===== src/pmes_pkg.sv =====
// constants for the performance-event signalling block
// assumes one core clock; no software-visible registers
package pmes_pkg;
  // event codes as counted by the internal counters
  localparam logic [7:0] PMES_EVT_PC_CHANGE  = 8'h0c;
  localparam logic [7:0] PMES_EVT_IMM_BRANCH = 8'h0d;
  localparam logic [7:0] PMES_EVT_BARRIER    = 8'h90;
  localparam logic [7:0] PMES_EVT_SIMD_REN   = 8'h74;
  localparam logic [7:0] PMES_EVT_INSTR_REN  = 8'h68;

  // field positions on the external event bus
  localparam int PMES_BUS_W          = 58;
  localparam int PMES_PC_CHANGE_BIT  = 13;
  localparam int PMES_IMM_BRANCH_BIT = 14;
  localparam int PMES_SIMD_LO        = 37;
  localparam int PMES_SIMD_HI        = 38;
  localparam int PMES_REN_LO         = 8;
  localparam int PMES_REN_HI         = 9;

  // rename stage width and reset values
  localparam int         PMES_LANES   = 2;
  localparam logic       PMES_RST_BIT = 1'b0;
  localparam logic [1:0] PMES_RST_CNT = 2'h0;
endpackage : pmes_pkg


===== src/pmes_lane_count.sv =====
// two-lane population count for one event bus count field
// assumes lanes are already qualified by the caller
`timescale 1ns/1ps
module pmes_lane_count
  import pmes_pkg::*;
(
  input  wire logic [1:0] lanes,
  output wire logic [1:0] count
);
  assign count = {lanes[1] & lanes[0], lanes[1] ^ lanes[0]};
endmodule : pmes_lane_count


===== src/pmes_event_signal.sv =====
// performance-event generation and external event bus driver
// assumes per-cycle inputs from the execute and rename stages, synchronous to clk
// Operation
// - an executed barrier raises both pc-change and immediate-branch events
// - pc-change drives bus bit 13, immediate-branch bit 14, both on barriers
// - a separate event marks every executed barrier for software correction
// - simd rename event ignores stalls, so held instructions count each cycle
// - simd rename count also appears on bus bits 38:37, same over-count
// - rename instruction event counts passing instructions, may miss branch-type ones
// - rename instruction count appears on bus bits 9:8, wrong when hidden
// - loss needs enable, event in use, a stall, and a hideable instruction
`timescale 1ns/1ps
module pmes_event_signal
  import pmes_pkg::*;
#(
  parameter int BUS_W = PMES_BUS_W
) (
  input  wire logic             clk,
  input  wire logic             rst_n,
  input  wire logic             events_en,
  input  wire logic             rename_evt_used,
  input  wire logic             exec_pc_change,
  input  wire logic             exec_imm_branch,
  input  wire logic             exec_barrier,
  input  wire logic [1:0]       rename_valid,
  input  wire logic [1:0]       rename_simd,
  input  wire logic [1:0]       rename_hideable,
  input  wire logic             rename_stall,
  output logic      [BUS_W-1:0] perf_event_bus,
  output logic                  barrier_event
);
  logic [BUS_W-1:0] bus_q;
  logic [BUS_W-1:0] bus_d;
  logic             barrier_q;
  logic             stall_q;

  wire logic       pc_change_evt;
  wire logic       imm_branch_evt;
  wire logic       barrier_evt;
  wire logic [1:0] simd_lanes;
  wire logic [1:0] pass_lanes;
  wire logic [1:0] hidden_lanes;
  wire logic [1:0] ren_lanes;
  wire logic       loss_armed;
  wire logic [1:0] simd_cnt;
  wire logic [1:0] ren_cnt;

  // barrier is a branch internally, so it leaks into both events
  assign pc_change_evt  = events_en & (exec_pc_change | exec_barrier);
  assign imm_branch_evt = events_en & (exec_imm_branch | exec_barrier);
  assign barrier_evt    = events_en & exec_barrier;

  // stall not consulted: a held instruction is counted every cycle
  assign simd_lanes = rename_valid & rename_simd & {2{events_en}};

  // a stall in the previous cycle can hide branch-type instructions now
  assign pass_lanes   = rename_valid & ~{2{rename_stall}} & {2{events_en}};
  assign loss_armed   = events_en & rename_evt_used & stall_q;
  assign hidden_lanes = pass_lanes & rename_hideable & {2{loss_armed}};
  assign ren_lanes    = pass_lanes & ~hidden_lanes;

  pmes_lane_count u_simd_cnt (
    .lanes (simd_lanes),
    .count (simd_cnt)
  );

  pmes_lane_count u_ren_cnt (
    .lanes (ren_lanes),
    .count (ren_cnt)
  );

  always_comb begin
    bus_d = '0;
    bus_d[PMES_PC_CHANGE_BIT]           = pc_change_evt;
    bus_d[PMES_IMM_BRANCH_BIT]          = imm_branch_evt;
    bus_d[PMES_SIMD_HI:PMES_SIMD_LO]    = simd_cnt;
    bus_d[PMES_REN_HI:PMES_REN_LO]      = ren_cnt;
  end

  // registered so an outside counter samples clean one-cycle values
  always_ff @(posedge clk or negedge rst_n) begin
    if (!rst_n) begin
      bus_q     <= '0;
      barrier_q <= PMES_RST_BIT;
      stall_q   <= PMES_RST_BIT;
    end else begin
      bus_q     <= bus_d;
      barrier_q <= barrier_evt;
      stall_q   <= rename_stall;
    end
  end

  assign perf_event_bus = bus_q;
  assign barrier_event  = barrier_q;

  // reference built from the ports only, so a broken datapath wire
  // cannot vouch for itself
  function automatic logic [1:0] lane_pop(input logic [1:0] lanes);
    return {1'b0, lanes[0]} + {1'b0, lanes[1]};
  endfunction : lane_pop

  function automatic logic [BUS_W-1:0] bus_used_mask();
    logic [BUS_W-1:0] m;
    m = '0;
    m[PMES_PC_CHANGE_BIT]        = 1'b1;
    m[PMES_IMM_BRANCH_BIT]       = 1'b1;
    m[PMES_SIMD_HI:PMES_SIMD_LO] = 2'h3;
    m[PMES_REN_HI:PMES_REN_LO]   = 2'h3;
    return m;
  endfunction : bus_used_mask

  wire logic [1:0]       ref_simd_lanes;
  wire logic [1:0]       ref_pass_lanes;
  wire logic [1:0]       ref_hide_lanes;
  wire logic             ref_loss;
  wire logic [BUS_W-1:0] spare_bits;

  logic [1:0] exp_simd_q;
  logic [1:0] exp_pass_q;
  logic [1:0] exp_ren_q;
  logic       exp_pc_q;
  logic       exp_ib_q;
  logic       exp_bar_q;
  logic       ref_stall_q;

  assign ref_simd_lanes = rename_valid & rename_simd & {2{events_en}};
  assign ref_pass_lanes = rename_valid & {2{events_en & ~rename_stall}};
  assign ref_loss       = events_en & rename_evt_used & ref_stall_q;
  assign ref_hide_lanes = ref_pass_lanes & rename_hideable & {2{ref_loss}};
  assign spare_bits     = perf_event_bus & ~bus_used_mask();

  always_ff @(posedge clk or negedge rst_n) begin
    if (!rst_n) begin
      exp_simd_q  <= PMES_RST_CNT;
      exp_pass_q  <= PMES_RST_CNT;
      exp_ren_q   <= PMES_RST_CNT;
      exp_pc_q    <= PMES_RST_BIT;
      exp_ib_q    <= PMES_RST_BIT;
      exp_bar_q   <= PMES_RST_BIT;
      ref_stall_q <= PMES_RST_BIT;
    end else begin
      exp_simd_q  <= lane_pop(ref_simd_lanes);
      exp_pass_q  <= lane_pop(ref_pass_lanes);
      exp_ren_q   <= lane_pop(ref_pass_lanes & ~ref_hide_lanes);
      exp_pc_q    <= events_en & (exec_pc_change | exec_barrier);
      exp_ib_q    <= events_en & (exec_imm_branch | exec_barrier);
      exp_bar_q   <= events_en & exec_barrier;
      ref_stall_q <= rename_stall;
    end
  end
endmodule : pmes_event_signal


===== config.mk =====
export PLATFORM = sky130hd
export DESIGN_NAME = pmes_event_signal
export DESIGN_NICKNAME = d
export VERILOG_FILES = /design/src/pmes_pkg.sv /design/src/pmes_lane_count.sv /design/src/pmes_event_signal.sv
export SDC_FILE = /design/constraint.sdc
export NUM_CORES = 1
export LEC_CHECK = 0
export BUFFER_PORTS_ARGS = -buffer_cell sky130_fd_sc_hd__clkbuf_2
export CELL_PAD_IN_SITES_DETAIL_PLACEMENT = 1
export CELL_PAD_IN_SITES_GLOBAL_PLACEMENT = 1
export CORE_MARGIN = 1
export CORE_UTILIZATION = 24
export DETAILED_ROUTE_END_ITERATION = 10
export GPL_TIMING_DRIVEN = 0
export PLACE_DENSITY = 0.9
export SYNTH_ARGS = -nofsm -noshare
export SYNTH_HDL_FRONTEND = slang
export SYNTH_SLANG_ARGS = --single-unit

===== constraint.sdc =====
create_clock -name clk -period 2.35 [get_ports clk]
set_input_delay 0.47 -clock clk [delete_from_list [all_inputs] [get_ports clk]]
set_output_delay 0.47 -clock clk [all_outputs]
set_load 0.02 [all_outputs]

==> out/results.ini <==
[run_status]
status = finished clean

[final_layout]
fin_cells = 177
antenna_cells = 0
fin_util_pct = 38.2
most-common-layout-cells = buf_4 (52), conb_1 (52), clkbuf_2 (20), dfrtp_1 (8), clkbuf_4 (3)
nNetsFinal = 164
drive_above_1_share_pct = 54.8
syn2layout_area_growth_pct = 51.1
nFillCells = 356
design_area_mm2 = 0.00104

[clock_network]
cts_resized = 0
htreeDepth = 1
cts.clk_slew.worst_paths_ns = 0.05
cts_tree = yes
cts.sinks = 8
cts_setup_buffers = 0
cts_buffers = 3
clk_path_buf_depth = 2
clkLatencyLatePin_ns = 0.24
cts_hold_buffers = 0
cts_root_buf = clkbuf_4

[timing]
setup_tns_ns = 0
fin_worst_skew_ns = 0.000136
clock.fmax_mhz = 806
post-route-period-util_pct = 52.8
rsz0062_at_grt = no
finalHoldViolCount = 0
period_minus_slack_ns = 1.24
setup_viol = 0
timing.final.ws_setup_ns = 1.11
slew_violations = 0
hold_slack_ns = 0.0617

[job]
maxCapViolCount = 0

[critical_path]
crit_buf_inv = 1
worstSetupPathType = reg -> out
critical_path_required_ns = 1.88
cp-start-kind = flop
crit_arrival_ns = 0.77
path_cells = clkbuf_2
cp-end-kind = output port
critPathMaxFanout = 1
cp_slowest_cell = dfrtp_1
max_stage_delay_ns = 0.37
cp_top_family = flip-flops

[placement]
gp_congestion = 0.712
dp_hpwl_um = 1210
place_area_mm2 = 0.00102
dp_cells = 174
preCtsSetupSlack_ns = 1.02
port_buffers = 20

[synthesis]
ys_seq_area_share_pct = 29.0
synth_cell_types = 11
ys_ff_latch = 8
syn_area_um2 = 691
synthCells = 72
yosysWarnings = 0
syn_area_per_cell_um2 = 9.59

[global_routing]
grt_max_degree = 9
grt_pass1_vias = 491
grt_use_total_pct = 8.46
overflow = 0
antenna_found_initial = 0
grt_pass1_wl_um = 2070

[drt]
vias_per_cell = 3.15
drc = 0
drtPass1Iterations = 2
ant_nets = 0
first_iter_violations = 1
vias = 557
post_drt_wl_per_cell_um = 7.35
wl_um = 1300

[floorplan]
num_rows = 19
die_area_mm2 = 0.00310
die_y_um = 55.6
design.core.area_mm2 = 0.00273
chipWidth_um = 55.6
initial_core_util_pct = 25.3
pin_count = 73

[power_and_ir_drop]
total_power_uw = 430
p_leak_nw = 0.701
ir_drop_mv = 0.255
p_per_area_mw_per_mm2 = 412

[min_path]
hold_path_class = in -> async

[layout make-up]
| class | count | area (um^2) | area share (%) |
|---|---|---|---|
| Clock buffer | 3 | 22.5 | 2.16 |
| Tap cell | 31 | 38.8 | 3.72 |
| Sequential cell | 8 | 200 | 19.2 |
| Timing Repair Buffer | 20 | 100 | 9.59 |
| Buffer | 52 | 390 | 37.4 |
| Multi-Input combinational cell | 63 | 292 | 27.9 |
[cells in the mapped netlist]
library cell  instances  area share (%)
dfrtp_1               8              29
ha_1                  2             3.6
and3_2                2             2.2
conb_1                1            0.54
a311oi_1              1             1.3
buf_4                52              57
and2_2                1             1.1
nand2_2               1            0.91
o21a_1                2             2.2
a311oi_2              1             2.2
nand2_1               1            0.54
[path summary, 6_finish.rpt]
path                                   startpoint                  to  slack (ns)  cells past startpoint
worst max register to register            stall_q   perf_event_bus[8]        1.27                      2
worst min-delay path                        rst_n  perf_event_bus[38]        0.06                      1
max in group asynchronous                   rst_n   perf_event_bus[8]        2.11                      1
worst min register to register            stall_q   perf_event_bus[9]        0.66                      2
worst max-delay path            perf_event_bus[8]   perf_event_bus[8]        1.11                      1
min in group clk                     rename_stall             stall_q        0.38                      1
[sequential cells by signal, indices dropped and copies added (netlist names)]
register,cells
perf_event_bus,6
barrier_event,1
stall_q,1
[where the power goes]
part	switching, mW	internal [mW]	total (mW)
sequential	0.00237	0.145	0.147
combinational	0.108	0.0742	0.182
clock	0.0426	0.0582	0.101
total	0.153	0.277	0.430
[layer usage]
layer / up-vias / wire length, um / track usage, %
met5: - / 0 / 0
met4: 0 / 7 / 5.36
met3: 2 / 169 / 1.86
met2: 41 / 691 / 15.3
met1: 241 / 432 / 8.76
li1: 273 / - / -
[cells by family after synthesis]
| group | after synthesis | share of synthesized area, % |
|---|---|---|
| buffers and inverters | 52 | 56.5 |
| flip-flops | 8 | 29.0 |
| AND/OR/NAND/NOR | 5 | 4.71 |
| other | 1 | 0.543 |
| AO/OA/AOI/OAI | 4 | 5.61 |
| adder cells (fa/ha/maj) | 2 | 3.62 |
Note: power is estimated with default switching activity, not from simulation.
